$ cat src/rtl/scai_pkg.sv
package scai_pkg;

	// register indices; the byte address equals the index
	localparam logic [7:0] ADDR_PROTOCOL  = 8'h00;
	localparam logic [7:0] ADDR_COMMAND   = 8'h01;
	localparam logic [7:0] ADDR_FLAGS     = 8'h02;
	localparam logic [7:0] ADDR_STATE     = 8'h03;
	localparam logic [7:0] ADDR_MASK      = 8'h20;

	localparam logic [7:0] RESET_COMMAND  = 8'h00;
	localparam logic [7:0] RESET_FLAGS    = 8'h00;
	localparam logic [7:0] RESET_PROTOCOL = 8'h00;
	localparam logic [7:0] RESET_MASK     = 8'h00;
	localparam logic [7:0] READ_UNMAPPED  = 8'h00;

	// command codes
	localparam logic [7:0] CMD_OPEN       = 8'h01;
	localparam logic [7:0] CMD_LISTEN     = 8'h02;
	localparam logic [7:0] CMD_CONNECT    = 8'h04;
	localparam logic [7:0] CMD_TEARDOWN   = 8'h08;
	localparam logic [7:0] CMD_CLOSE      = 8'h10;
	localparam logic [7:0] CMD_SEND       = 8'h20;
	localparam logic [7:0] CMD_SEND_NOARP = 8'h21;
	localparam logic [7:0] CMD_KEEPALIVE  = 8'h22;
	localparam logic [7:0] CMD_RX_ACK     = 8'h40;

	// protocol field, low nibble of the protocol register
	localparam int         PROTO_LSB      = 0;
	localparam int         PROTO_MSB      = 3;
	localparam logic [3:0] PROTO_CLOSED   = 4'h0;
	localparam logic [3:0] PROTO_TCP      = 4'h1;
	localparam logic [3:0] PROTO_UDP      = 4'h2;
	localparam logic [3:0] PROTO_RAW      = 4'h4;

	// state codes as software reads them
	localparam logic [7:0] SR_RELEASED    = 8'h00;
	localparam logic [7:0] SR_RAW_OPEN    = 8'h02;
	localparam logic [7:0] SR_TCP_OPENED  = 8'h13;
	localparam logic [7:0] SR_WAITING     = 8'h14;
	localparam logic [7:0] SR_SYN_SENT    = 8'h15;
	localparam logic [7:0] SR_SESSION_UP  = 8'h17;
	localparam logic [7:0] SR_FIN_WAIT    = 8'h18;
	localparam logic [7:0] SR_CLOSE_WAIT  = 8'h1C;
	localparam logic [7:0] SR_LAST_ACK    = 8'h1D;
	localparam logic [7:0] SR_DGRAM_OPEN  = 8'h22;

	// flag bit positions
	localparam int FLAG_SESSION = 0;
	localparam int FLAG_TEARDOWN_CMD  = 1;
	localparam int FLAG_RX_ACK_CMD    = 2;
	localparam int FLAG_TIMEOUT = 3;
	localparam int FLAG_SENDOK  = 4;
	localparam int FLAG_COUNT   = 5;

	typedef enum logic [3:0] {
		stateReleased, stateTcpOpened, stateWaitingServer, stateSynSent,
		stateSessionUp, stateCloseWait, stateFinWait, stateLastAck,
		stateDatagramOpen, stateRawOpen
	} scai_state_t;

endpackage

$ cat src/rtl/scai_core.sv
`timescale 1ns/1ps
`default_nettype none

// What this block does
// - an accepted command is cleared to zero; completion shows in flags or state.
// - open moves state per protocol: TCP 0x13, UDP 0x22, raw 0x02, closed none.
// - listen, TCP only, moves TCP-opened to waiting-server.
// - while waiting, success gives session up plus bit 0; failure bit 3, released.
// - connect, TCP only, sends SYN; success gives session up plus bit 0.
// - connect fails to released on resolution timeout, TCP timeout or RST.
// - teardown ends released on FIN/ACK, or on timeout with bit 3.
// - an RST from the peer releases a listening, connecting, connected or closing TCP socket.
// - close releases the socket at once with no packet exchange.
// - send transmits all data between the transmit pointers.
// - keep-alive, TCP only; no answer before timeout ends session with bit 3.
// - receive acknowledge completes receive handling using the read pointer.
// - a flag sets only on its event while its mask bit is one.
// - bits 7 to 5 read zero; bit 4 sets when a send finishes.
// - bit 3 sets on a resolution timeout or a retransmit timeout.
// - bit 2 sets when data arrives while session up or close-wait, or in UDP or raw mode.
// - bit 1 sets when a FIN or FIN/ACK arrives.
// - bit 0 sets once when the session becomes established.
// - protocol field: 0 closed, 1 TCP, 2 UDP, 4 raw frame.
module scai_core
	import scai_pkg::*;
(
	// clock and reset
	input  wire logic       clk,
	input  wire logic       rst,
	// register port
	input  wire logic       regWrite,
	input  wire logic       regRead,
	input  wire logic [7:0] regAddr,
	input  wire logic [7:0] regWdata,
	output logic      [7:0] regRdata,
	// events reported by the protocol engine
	input  wire logic       connectOk,
	input  wire logic       finReceived,
	input  wire logic       finAckReceived,
	input  wire logic       rstReceived,
	input  wire logic       resolutionTimeout,
	input  wire logic       retransmitTimeout,
	input  wire logic       dataReceived,
	input  wire logic       sendDone,
	// requests to the protocol engine, one-cycle pulses except teardownPassive, held while in close-wait
	output logic            openReq,
	output logic            listenReq,
	output logic            connectReq,
	output logic            teardownReq,
	output logic            teardownPassive,
	output logic            sendReq,
	output logic            sendNoArpReq,
	output logic            keepAliveReq,
	output logic            rxAckReq,
	// state seen by the engine
	output logic [3:0]      protocolMode,
	output logic [7:0]      socketState
);
	import scai_pkg::*;

	logic [7:0]            socket_command_reg;
	logic [7:0]            socket_protocol_reg;
	logic [7:0]            socket_event_mask;
	logic [FLAG_COUNT-1:0] socket_event_flags;
	scai_state_t           state;
	scai_state_t           next_state;
	logic [FLAG_COUNT-1:0] event_vec;
	logic [3:0]            proto;
	logic                  accept;
	logic                  cmdOk;

	function automatic logic [7:0] stateCode(input scai_state_t s);
		unique case (s)
			stateReleased:      return SR_RELEASED;
			stateTcpOpened:     return SR_TCP_OPENED;
			stateWaitingServer: return SR_WAITING;
			stateSynSent:       return SR_SYN_SENT;
			stateSessionUp:     return SR_SESSION_UP;
			stateCloseWait:     return SR_CLOSE_WAIT;
			stateFinWait:       return SR_FIN_WAIT;
			stateLastAck:       return SR_LAST_ACK;
			stateDatagramOpen:  return SR_DGRAM_OPEN;
			stateRawOpen:       return SR_RAW_OPEN;
		endcase
	endfunction

	// whether a command does anything in the current mode and state
	function automatic logic cmdValid(input logic [7:0] c,
		input logic [3:0] p, input scai_state_t s);
		logic tcp;
		logic up;
		tcp = (p == PROTO_TCP);
		up  = (s == stateSessionUp) || (s == stateCloseWait);
		unique case (c)
			CMD_OPEN:       return 1'b1;
			CMD_CLOSE:      return 1'b1;
			CMD_LISTEN:     return tcp && (s == stateTcpOpened);
			CMD_CONNECT:    return tcp && (s == stateTcpOpened);
			CMD_TEARDOWN:   return tcp && up;
			CMD_KEEPALIVE:  return tcp && (s == stateSessionUp);
			CMD_SEND:       return (tcp && up) || s == stateDatagramOpen
				|| s == stateRawOpen;
			CMD_SEND_NOARP: return p == PROTO_UDP
				&& s == stateDatagramOpen;
			CMD_RX_ACK:     return s != stateReleased
				&& s != stateTcpOpened;
			default:        return 1'b0;
		endcase
	endfunction

	function automatic logic tcpLive(input scai_state_t s);
		return s == stateWaitingServer || s == stateSynSent
			|| s == stateSessionUp || s == stateCloseWait
			|| s == stateFinWait || s == stateLastAck;
	endfunction

	assign proto        = socket_protocol_reg[PROTO_MSB:PROTO_LSB];
	assign accept       = (socket_command_reg != RESET_COMMAND);
	assign cmdOk        = accept && cmdValid(socket_command_reg, proto, state);
	assign protocolMode = proto;
	assign socketState  = stateCode(state);

	// a write in the accepting cycle replaces the byte, so nothing is dropped
	always_ff @(posedge clk) begin
		if (rst) begin
			socket_command_reg <= RESET_COMMAND;
		end else if (regWrite && regAddr == ADDR_COMMAND) begin
			socket_command_reg <= regWdata;
		end else begin
			socket_command_reg <= RESET_COMMAND;
		end
	end

	always_ff @(posedge clk) begin
		if (rst) begin
			socket_protocol_reg <= RESET_PROTOCOL;
			socket_event_mask   <= RESET_MASK;
		end else if (regWrite) begin
			if (regAddr == ADDR_PROTOCOL) begin
				socket_protocol_reg <= regWdata;
			end
			if (regAddr == ADDR_MASK) begin
				socket_event_mask <= regWdata;
			end
		end
	end

	always_comb begin
		next_state = state;
		event_vec  = '0;
		unique case (state)
			stateWaitingServer: begin
				if (connectOk) begin
					next_state = stateSessionUp;
					event_vec[FLAG_SESSION] = 1'b1;
				end else if (retransmitTimeout) begin
					next_state = stateReleased;
					event_vec[FLAG_TIMEOUT] = 1'b1;
				end
			end
			stateSynSent: begin
				if (connectOk) begin
					next_state = stateSessionUp;
					event_vec[FLAG_SESSION] = 1'b1;
				end else if (resolutionTimeout || retransmitTimeout) begin
					next_state = stateReleased;
					event_vec[FLAG_TIMEOUT] = 1'b1;
				end
			end
			stateSessionUp: begin
				if (finReceived) begin
					next_state = stateCloseWait;
					event_vec[FLAG_TEARDOWN_CMD] = 1'b1;
				end else if (retransmitTimeout) begin
					next_state = stateReleased;
					event_vec[FLAG_TIMEOUT] = 1'b1;
				end
			end
			stateCloseWait: begin
				if (retransmitTimeout) begin
					next_state = stateReleased;
					event_vec[FLAG_TIMEOUT] = 1'b1;
				end
			end
			stateFinWait, stateLastAck: begin
				if (finAckReceived || finReceived) begin
					next_state = stateReleased;
					event_vec[FLAG_TEARDOWN_CMD] = 1'b1;
				end else if (retransmitTimeout) begin
					next_state = stateReleased;
					event_vec[FLAG_TIMEOUT] = 1'b1;
				end
			end
			stateReleased, stateTcpOpened, stateDatagramOpen,
			stateRawOpen: begin
			end
		endcase
		// a failed resolution for a datagram send still raises the timeout
		if (resolutionTimeout && state == stateDatagramOpen) begin
			event_vec[FLAG_TIMEOUT] = 1'b1;
		end
		if (dataReceived && (state == stateSessionUp
			|| state == stateCloseWait || state == stateDatagramOpen
			|| state == stateRawOpen)) begin
			event_vec[FLAG_RX_ACK_CMD] = 1'b1;
		end
		if (sendDone) begin
			event_vec[FLAG_SENDOK] = 1'b1;
		end
		if (cmdOk) begin
			unique case (socket_command_reg)
				CMD_OPEN: begin
					unique case (proto)
						PROTO_TCP: next_state = stateTcpOpened;
						PROTO_UDP: next_state = stateDatagramOpen;
						PROTO_RAW: next_state = stateRawOpen;
						default:   next_state = state;
					endcase
				end
				CMD_LISTEN:  next_state = stateWaitingServer;
				CMD_CONNECT: next_state = stateSynSent;
				CMD_TEARDOWN: begin
					if (state == stateCloseWait) begin
						next_state = stateLastAck;
					end else begin
						next_state = stateFinWait;
					end
				end
				CMD_CLOSE:   next_state = stateReleased;
				default:     next_state = next_state;
			endcase
		end
		// reset from the peer beats everything, a same-cycle local close included
		if (rstReceived && tcpLive(state)) begin
			next_state = stateReleased;
		end
	end

	always_ff @(posedge clk) begin
		if (rst) begin
			state <= stateReleased;
		end else begin
			state <= next_state;
		end
	end

	// set wins over a same-cycle write-one clear
	always_ff @(posedge clk) begin
		if (rst) begin
			socket_event_flags <= RESET_FLAGS[FLAG_COUNT-1:0];
		end else begin
			socket_event_flags <= (socket_event_flags
				& ~((regWrite && regAddr == ADDR_FLAGS)
				? regWdata[FLAG_COUNT-1:0] : '0))
				| (event_vec & socket_event_mask[FLAG_COUNT-1:0]);
		end
	end

	always_ff @(posedge clk) begin
		if (rst) begin
			openReq         <= 1'b0;
			listenReq       <= 1'b0;
			connectReq      <= 1'b0;
			teardownReq     <= 1'b0;
			teardownPassive <= 1'b0;
			sendReq         <= 1'b0;
			sendNoArpReq    <= 1'b0;
			keepAliveReq    <= 1'b0;
			rxAckReq        <= 1'b0;
		end else begin
			openReq      <= cmdOk && socket_command_reg == CMD_OPEN
				&& proto != PROTO_CLOSED;
			listenReq    <= cmdOk && socket_command_reg == CMD_LISTEN;
			connectReq   <= cmdOk && socket_command_reg == CMD_CONNECT;
			teardownReq  <= cmdOk && socket_command_reg == CMD_TEARDOWN;
			teardownPassive <= state == stateCloseWait;
			sendReq      <= cmdOk && socket_command_reg == CMD_SEND;
			sendNoArpReq <= cmdOk
				&& socket_command_reg == CMD_SEND_NOARP;
			keepAliveReq <= cmdOk
				&& socket_command_reg == CMD_KEEPALIVE;
			rxAckReq     <= cmdOk && socket_command_reg == CMD_RX_ACK;
		end
	end

	// reserved flag bits read as zero; the command byte reads back live
	always_ff @(posedge clk) begin
		if (rst) begin
			regRdata <= READ_UNMAPPED;
		end else if (regRead) begin
			unique case (regAddr)
				ADDR_PROTOCOL: regRdata <= socket_protocol_reg;
				ADDR_COMMAND:  regRdata <= socket_command_reg;
				ADDR_FLAGS:    regRdata <= {{(8-FLAG_COUNT){1'b0}},
					socket_event_flags};
				ADDR_STATE:    regRdata <= socketState;
				ADDR_MASK:     regRdata <= socket_event_mask;
				default:       regRdata <= READ_UNMAPPED;
			endcase
		end
	end

	chk_cmd_self_clear: assert property (@(posedge clk) disable iff (rst)
		accept && !regWrite |=> socket_command_reg == RESET_COMMAND)
		else $error("command byte not cleared after acceptance");

	chk_open_tcp_state: assert property (@(posedge clk) disable iff (rst)
		accept && socket_command_reg == CMD_OPEN && proto == PROTO_TCP
		&& !(rstReceived && tcpLive(state))
		|=> socketState == SR_TCP_OPENED)
		else $error("open in tcp mode did not reach opened state");

	chk_listen_move: assert property (@(posedge clk) disable iff (rst)
		state == stateTcpOpened && socket_command_reg == CMD_LISTEN
		&& proto == PROTO_TCP |=> state == stateWaitingServer && listenReq)
		else $error("listen did not enter waiting state");

	chk_listen_connect: assert property (@(posedge clk) disable iff (rst)
		state == stateWaitingServer && connectOk && !accept && !rstReceived
		&& socket_event_mask[FLAG_SESSION]
		|=> state == stateSessionUp && socket_event_flags[FLAG_SESSION])
		else $error("server connect did not establish with flag");

	chk_close_now: assert property (@(posedge clk) disable iff (rst)
		accept && socket_command_reg == CMD_CLOSE |=> state == stateReleased)
		else $error("close did not release the socket");

	chk_peer_reset: assert property (@(posedge clk) disable iff (rst)
		rstReceived && tcpLive(state) |=> socketState == SR_RELEASED)
		else $error("peer reset did not release the socket");

	chk_mask_gate: assert property (@(posedge clk) disable iff (rst)
		((socket_event_flags & ~$past(socket_event_flags))
		& ~$past(socket_event_mask[FLAG_COUNT-1:0])) == '0)
		else $error("flag set while masked");

	chk_send_flag: assert property (@(posedge clk) disable iff (rst)
		sendDone && socket_event_mask[FLAG_SENDOK]
		|=> socket_event_flags[FLAG_SENDOK])
		else $error("send completion flag not set");

	chk_invalid_quiet: assert property (@(posedge clk) disable iff (rst)
		accept && !cmdOk && !rstReceived && !connectOk && !finReceived
		&& !finAckReceived && !retransmitTimeout && !resolutionTimeout
		|=> $stable(state) && !listenReq && !connectReq && !sendReq)
		else $error("invalid command changed the socket");

endmodule

`default_nettype wire

$ cat config.mk
export PLATFORM = sky130hd
export DESIGN_NAME = scai_core
export DESIGN_NICKNAME = d
export VERILOG_FILES = /design/src/rtl/scai_pkg.sv /design/src/rtl/scai_core.sv
export SDC_FILE = /design/constraint.sdc
export NUM_CORES = 1
export LEC_CHECK = 0
export BUFFER_PORTS_ARGS = -buffer_cell sky130_fd_sc_hd__buf_2
export CAP_MARGIN = 20
export CORE_UTILIZATION = 50
export DETAILED_ROUTE_END_ITERATION = 10
export PLACE_DENSITY = 0.74
export SYNTH_ARGS = -nofsm -noshare
export SYNTH_HDL_FRONTEND = slang
export SYNTH_SLANG_ARGS = --single-unit
$ cat constraint.sdc
create_clock -name clk -period 3.5 [get_ports clk]
set_input_delay 0.175 -clock clk [delete_from_list [all_inputs] [get_ports clk]]
set_output_delay 0.175 -clock clk [all_outputs]
set_load 0.03 [all_outputs]
[Word level (Yosys, flattened, before mapping)]
Cells that the tools add are included.
Operators by class
  equality and inequality tests: 27
  muxes and demuxes: 30
  bitwise operators: 5
  reduce and logical (&&, ||, !) cells: 45
Operator list (number)
  one-hot mux 8 bit (10 select lines): 1
  one-hot mux 4 bit (5 select lines): 2
  one-hot mux 8 bit (5 select lines): 1
  == test 8 x 6 -> 1 bit (second input constant): 4
  two-way mux 4 bit: 7
  == test 8 x 2 -> 1 bit (second input constant): 3
  == test 4 x 3 -> 1 bit (second input constant): 5
  logical AND 1 bit: 20
  == test 8 x 1 -> 1 bit (second input constant): 2
  two-way mux 1 bit: 14
  == test 4 x 2 -> 1 bit (second input constant): 3
  logical OR 1 bit: 12
  one-hot mux 4 bit (3 select lines): 1
  OR reduction 2 bit: 6
  AND 5 bit: 2
  == test 4 x 1 -> 1 bit (second input constant): 2
  == test 4 bit (second input constant): 2
  == test 8 x 3 -> 1 bit (second input constant): 1
  == test 8 x 4 -> 1 bit (second input constant): 1
  == test 8 x 5 -> 1 bit (second input constant): 1
  == test 8 x 7 -> 1 bit (second input constant): 1
  logical NOT 8 bit: 1
  nonzero test 4 bit: 2
  nonzero test 8 bit: 1
  11 further kinds: 12
Word-level totals
  register bits after elaboration: 50
  input port bits: 28
  output and inout bits: 29
  word-level logic and storage cells: 122

[Logic depth before layout (Yosys ltp)]
Gate-level depths: netlist of the first run.
  depth after elaboration: 9
  gate-level depth with buffers: 8
  gate-level depth less buffers: 6

[Worst setup path before layout of the first run]
No wires, ideal clock.
  kind: reg-to-reg
  from: register state[0]
  to: register regRdata[2]
  library setup time: 0.092 ns
  arrival: 2.091 ns
  data required time: 3.408 ns
  slack: 1.317 ns
  stages on the path, launching flop included: 8
  buffers on the path: 1
  period minus slack after synthesis: 2.183 ns
  cells stage by stage: dfxtp_1 > buf_1 > and3b_1 > nor3_1 > mux2_2 > a22o_1 > a222oi_1 > o32ai_1
On the way
  word-level cells in the longest chain between the ends: 3
  elaborated cells between the ends (all ways): 12
  classes of those cells: eq/ne: 9; mux: 2; reduce/logical: 1
Ends and longest elaborated chain
  from (decl): line scai_core.sv:65  | scai_state_t state;
  from (signal assigned): line scai_core.sv:241  | state <= stateReleased;
  from (signal assigned): line scai_core.sv:243  | state <= next_state;
  == test 4 bit (tied with other cells): line scai_core.sv:73  | unique case (s)
  one-hot mux 8 bit (10 select lines) (*): line scai_core.sv:73
  via socketState[2]: line scai_core.sv:57  | output logic [7:0] socketState
  one-hot mux 8 bit (5 select lines) (*): line scai_core.sv:291  | unique case (regAddr)
  to (signal assigned): line scai_core.sv:292  | ADDR_PROTOCOL: regRdata <= socket_protocol_reg;
  to (signal assigned): line scai_core.sv:293  | ADDR_COMMAND: regRdata <= socket_command_reg;
  to (signal assigned): line scai_core.sv:294  | ADDR_FLAGS: regRdata <= {{(8-FLAG_COUNT){1'b0}},
  to (decl): line scai_core.sv:35  | output logic [7:0] regRdata,
Mark *: on every way through the listed nets, which the timed path passes. The rest lies on a longest branch. The select of a mux whose other input is x is not followed.
A chain may end at the register's enable or synchronous reset.

[Worst setup path after layout of the first run]
  from: register state[2]
  to: register connectReq
On the way
  word-level cells in the longest chain between the ends: 8
  elaborated cells between the ends (all ways): 18
  classes of those cells: eq/ne: 6; mux: 1; reduce/logical: 11
Ends and longest elaborated chain
  == test 4 x 3 -> 1 bit, on equally long branches: line scai_core.sv:93, scai_core.sv:100
  logical OR 1 bit: line scai_core.sv:93  | up = (s == stateSessionUp) || (s == stateCloseWait);
  logical AND 1 bit: line scai_core.sv:99, scai_core.sv:101
  logical OR 1 bit: line scai_core.sv:101  | CMD_SEND: return (tcp && up) || s == stateDatagramOpen
  logical OR 1 bit: line scai_core.sv:102  | || s == stateRawOpen;
  one-hot mux 1 bit (7 select lines) (*): line scai_core.sv:94  | unique case (c)
  logical AND 1 bit (*): line scai_core.sv:119  | assign cmdOk = accept && cmdValid(socket_command_reg, proto, state);
  logical AND 1 bit (*): line scai_core.sv:274  | connectReq <= cmdOk && socket_command_reg == CMD_CONNECT;
  to (signal assigned): line scai_core.sv:263  | connectReq <= 1'b0;
  to (signal assigned): line scai_core.sv:274
  to (decl): line scai_core.sv:48  | output logic connectReq,
Every way passes the cells marked *; elsewhere a longest branch is shown, timed or not.

==> impl_metrics.yaml, run 1 <==
status:
  status: "finished clean"
die:
  core_area_um2: 5200
  die_height_um: 76.4
  io_pins: 57
  fp-row-count: 26
  start_util: 0.532
  dieArea_um2: 5840
  die_w_um: 76.4
power_and_ir_drop:
  power_density_nw_per_um2: 332
  swShare: 0.229
  p_sw_w: 0.000237
  internal-power_w: 0.000799
  seqPwrFrac: 0.549
  p_leak_nw: 1.14
  ir_drop_uv: 319
  p_clk_frac: 0.398
  combPwrFrac: 0.053
critical_path:
  worstPathRequired_ps: 3700
  cp-end-kind: "flip-flop"
  worstPathMaxFanout: 18
  crit_arrival_ps: 2540
  crit_path_start_kind: "flip-flop"
  crit_type: "reg2reg"
timing:
  rsz0062_at_grt: "no"
  setup_slack_ps: 1150
  worstMarginPinSlew_ps: 762
  finClkSkew_ps: 8.46
  fmax_ghz: 0.426
  fin_crit_sh: 0.671
  hold_viol: 0
  setup_viol: 0
  setup_tns_ps: 0
  period_minus_slack_ps: 2350
  slew_headroom: 0.490
  maxSlewViolCount: 0
route:
  routed_wl_mm: 7.07
  drt-initial-drc-count: 222
  routedWlPerCell_um: 16.0
  ant_nets: 0
  drc: 0
  firstDrtPassIters: 6
  via_per_inst: 6.01
  routed-via-count: 2651
placement:
  io_buffers: 54
  dp_slack_ps: 1210
  dpl.hpwl_mm: 5.01
  gp_congestion: 0.865
yosys:
  yosysTopAreaCell: "dfxtp_1"
  synth_edf_count: 0
  synth_cell_types: 62
  ys_seq_elements: 50
  synth.most_common_cell: "dfxtp_1"
  yosys-top-cells-count: "dfxtp_1 (50), nand2_1 (41), a21oi_1 (29), nor2_1 (29), nand3_1 (24)"
  synth_ff_type: "dfxtp_1"
  syn_area_um2: 2770
  synth_top_area_share: 0.361
  async_flop_share: 0
  avgSynthCellArea_um2: 8.27
  ys_warn_count: 0
  ys_top_cells_by_area: "dfxtp_1 (36%), nand2_1 (5.6%), a21oi_1 (5.2%), nand3_1 (4.3%), nor2_1 (3.9%)"
  synth-seq-area-share: 0.361
  syn_inst: 335
global_routing:
  gr-usage-all-layers: 0.249
  grt_pass1_wl_mm: 11.7
  antenna_found_initial: 0
  grt_max_degree: 40
  grt_pass1_vias: 2369
  grt_overflow_total: 0
finish:
  n_antenna_cell: 0
  final_nets: 398
  syn_to_final_growth_pct: 12.5
  drive_above_1_share: 0.232
clock_tree:
  clock_latency_ps: 300
  root_buffer: "clkbuf_8"
  cts.path.max_buffers: 2
  ctsHoldBuffers: 0
  path_clk_slew_ps: 100
  cts_made_buffers: 5
  postCtsSetupBuffers: 0
  clock_sinks: 50
  cts_resized: 0
  h-tree-depth: 2
  cts_tree: "built"
run:
  cap_violations: 0
min_path:
  hp-class: "in2reg"
## cell families after synthesis
logic type	after synthesis	share of synthesized area
buffers and inverters	38	0.0664
flip-flops	50	0.361
AND/OR/NAND/NOR	155	0.322
AO/OA/AOI/OAI	79	0.208
XOR/XNOR	7	0.0221
other	1	0.00135
multiplexers	5	0.0190
## path summary, 6_finish.rpt
check | start | end | slack [ps] | depth (start not counted)
min reg2reg | socket_event_mask[6]$_SDFFE_PP0P_ | socket_event_mask[6]$_SDFFE_PP0P_ | 460 | 2
max reg2reg | state[2]$_SDFFE_PP0P_ | connectReq$_SDFF_PP0_ | 1150 | 6
min | regWdata[7] | socket_command_reg[7]$_SDFF_PP0_ | 100 | 2
max | state[2]$_SDFFE_PP0P_ | connectReq$_SDFF_PP0_ | 1150 | 6
## metal layers
layer,part of all wire,vias up,global-route usage
met5,0,-,0
met4,0.018,0,0.0846
met3,0.073,15,0.0371
met2,0.49,135,0.425
met1,0.42,1209,0.318
li1,-,1292,-
## critical path, cell delays in order, from the launching register on
cell and delay, ps:
dfxtp_1 730, nor4b_1 140, o311ai_1 290, nor2_1 120, a2111oi_4 560, nor2_1 140
and4_1 250
## cell type report
type | instances | area [um^2]
multi-input cells | 248 | 1600
flip-flops and latches | 50 | 1000
fillers | 478 | 2090
clock inverters | 3 | 45.0
well taps | 70 | 87.6
clock buffers | 5 | 68.8
inverters | 9 | 33.8
repair buffers | 56 | 285
## metrics by stage
stage                     instances  cell area (um^2)  total power, W   util  hold slack, ps
after floorplan                 336              2770        0.000610      -             292
after global placement          433              3000        0.000637  0.577             415
after detailed placement        433              3000        0.000637  0.577             419
after CTS                       441              3120         0.00104  0.599            98.7
after global routing            441              3120         0.00107  0.599             107
final                           441              3120         0.00104  0.599             101
## cell usage in the layout, fill, tap and decap left out, types with 5 or more instances in the layout
cell      synthesis  routed
inv_1             9       9
nor2_1           29      29
clkbuf_8          0       5
a222oi_1          7       7
nand2_1          41      41
nor4b_1           6       6
o21ai_0           7       7
dfxtp_1          50      50
and2_1            8       8
a21oi_1          29      29
nand3_1          24      24
nor3_1            9       9
buf_2             6      54
nor4_1            5       5
## power by group through the flow
stage | clock, W | combinational (W) | sequential [W]
3_5_place_dp | 0 | 0.0000544 | 0.000582
3_3_place_gp | 0 | 0.0000543 | 0.000582
6_report | 0.000412 | 0.0000551 | 0.000569
5_1_grt | 0.000443 | 0.0000601 | 0.000569
4_1_cts | 0.000420 | 0.0000548 | 0.000569
2_1_floorplan | 0 | 0.0000274 | 0.000582
Note: power is estimated with default switching activity, not from simulation.
==> run 2, diff against run 1 <==
--- a/config.mk
+++ b/config.mk
@@ -5,11 +5,12 @@
 export SDC_FILE = /design/constraint.sdc
 export NUM_CORES = 1
 export LEC_CHECK = 0
+export ABC_AREA = 1
 export BUFFER_PORTS_ARGS = -buffer_cell sky130_fd_sc_hd__buf_2
 export CAP_MARGIN = 20
 export CORE_UTILIZATION = 50
 export DETAILED_ROUTE_END_ITERATION = 10
-export PLACE_DENSITY = 0.74
+export PLACE_DENSITY = 0.76
 export SYNTH_ARGS = -nofsm -noshare
 export SYNTH_HDL_FRONTEND = slang
 export SYNTH_SLANG_ARGS = --single-unit
==> constraint.sdc (replaced) <==
create_clock -name clk -period 2.1 [get_ports clk]
set_input_delay 0.105 -clock clk [delete_from_list [all_inputs] [get_ports clk]]
set_output_delay 0.105 -clock clk [all_outputs]
set_load 0.03 [all_outputs]
==> impl_metrics.yaml, run 2 <==
die:
  die_height_um: 78.3
  die_w_um: 78.3
  io_pins: 57
  fp-row-count: 27
  start_util: 0.522
  core_area_um2: 5570
  dieArea_um2: 6130
timing:
  setup_tns_ps: 0
  fin_crit_sh: 0.905
  setup_viol: 0
  hold_viol: 0
  finClkSkew_ps: 5.30
  fmax_ghz: 0.526
  period_minus_slack_ps: 1900
  rsz0062_at_grt: "no"
  maxSlewViolCount: 0
  timing.hold.ws_ps: 36.8
yosys:
  async_flop_share: 0
  yosys-top-cells-count: "nand2_1 (114), dfxtp_1 (50), inv_1 (44)"
  syn_inst: 425
  syn_area_um2: 2910
  avgSynthCellArea_um2: 6.85
  synth-seq-area-share: 0.344
  synth_top_area_share: 0.344
  synth_cell_types: 38
  synth_edf_count: 0
  synth.most_common_cell: "nand2_1"
  ys_seq_elements: 50
  ys_warn_count: 0
  yosysTopAreaCell: "dfxtp_1"
  ys_top_cells_by_area: "dfxtp_1 (34%), nand2_1 (15%), inv_1 (5.7%), o21ai_0 (5.5%), a21oi_1 (5.0%)"
  synth_ff_type: "dfxtp_1"
power_and_ir_drop:
  ir_drop_uv: 439
  power_density_nw_per_um2: 538
  p_leak_nw: 1.56
status:
  status: "finished clean"
route:
  ant_nets: 0
  routed_wl_mm: 7.36
  drt-initial-drc-count: 200
  routedWlPerCell_um: 13.5
  via_per_inst: 5.37
  routed-via-count: 2925
  drc: 0
  firstDrtPassIters: 5
clock_tree:
  root_buffer: "clkbuf_8"
  ctsHoldBuffers: 0
  h-tree-depth: 2
  path_clk_slew_ps: 100
  cts.path.max_buffers: 2
  cts_tree: "built"
  clock_latency_ps: 310
  clock_sinks: 50
  cts_made_buffers: 5
finish:
  final_cell_mix: "nand2_1 (114), buf_2 (54), dfxtp_1 (49), inv_1 (44), nor2_1 (38)"
  drive_above_1_share: 0.247
  final_nets: 500
  n_antenna_cell: 0
  seq_area_um2: 1000
  multi_input_area_um2: 1570
  syn_to_final_growth_pct: 12.7
  nFillCells: 541
  final_common_cell: "nand2_1"
global_routing:
  antenna_found_initial: 0
  grt_overflow_total: 0
  grt_pass1_wl_mm: 11.8
  gr-usage-all-layers: 0.247
  grt_max_degree: 20
  grt_pass1_vias: 2596
critical_path:
  crit_type: "reg2out"
  worstPathRequired_ps: 2000
  crit_path_start_kind: "flip-flop"
  crit_arrival_ps: 1790
  worstPathMaxFanout: 9
  cp-end-kind: "output pin"
  r2r_cells: 8
placement:
  dpl.hpwl_mm: 5.71
  io_buffers: 54
  gp_congestion: 0.930
run:
  cap_violations: 0
min_path:
  hold_depth: 3
  hp-class: "in2reg"
## run 2: report_power, final
| part | internal [W] | leakage [nW] | switching, W |
|---|---|---|---|
| registers | 0.000948 | 0.403 | 0.000000712 |
| logic | 0.0000281 | 1.10 | 0.0000628 |
| clock network | 0.000363 | 0.0563 | 0.000359 |
## run 2: layer usage
layer | GRT usage | wire, um | vias up
met4 | 0.104 | 207 | 0
met3 | 0.0488 | 506 | 21
met2 | 0.415 | 3560 | 131
met1 | 0.307 | 3090 | 1320
li1 | - | - | 1453
met5 | 0 | 0 | -
## run 2: worst max-delay path, cell delays in order (launching register included)
cell     delay, ps
dfxtp_1        550
nor2_1         150
nor2_2         180
inv_2           60
a31oi_1        280
buf_2          260
## run 2: final timing paths
path              slack, ps                          endpoint                startpoint
setup / recovery        200                    socketState[2]     state[1]$_SDFFE_PP0P_
hold / removal           40  socket_command_reg[6]$_SDFF_PP0_               regWdata[6]
setup reg to reg        400          regRdata[2]$_SDFFE_PP0P_     state[1]$_SDFFE_PP0P_
hold reg to reg         470          regRdata[5]$_SDFFE_PP0P_  regRdata[5]$_SDFFE_PP0P_
## run 2: area by class of cell
cell class              count  area share
inverters                  58      0.0687
clock buffers               5      0.0210
repair buffers             54      0.0824
flip-flops and latches     50       0.306
clock inverters             3      0.0149
multi-input cells         303       0.480
well taps                  72      0.0275
## run 2: per-stage QoR
step / power, W / instances / instance area (um^2) / setup WS [ps] / util
global placement: 0.00106 / 537 / 3160 / 320 / 0.567
detailed placement: 0.00106 / 537 / 3160 / 319 / 0.567
finish: 0.00176 / 545 / 3280 / 200 / 0.588
floorplan: 0.00102 / 426 / 2910 / 411 / -
global route: 0.00181 / 545 / 3280 / 126 / 0.588
CTS: 0.00177 / 545 / 3280 / 87.2 / 0.588
## run 2: kinds of logic after synthesis
logic type	count (synthesis)	synth area share
other	1	0.00129
buffers and inverters	73	0.117
flip-flops	50	0.344
AO/OA/AOI/OAI	74	0.138
AND/OR/NAND/NOR	227	0.400
## run 2: timing repair
action,in CTS,in global routing
hold endpoints to repair,0,0
setup endpoints to repair,0,1
gates resized for setup,0,1
setup buffers,0,0
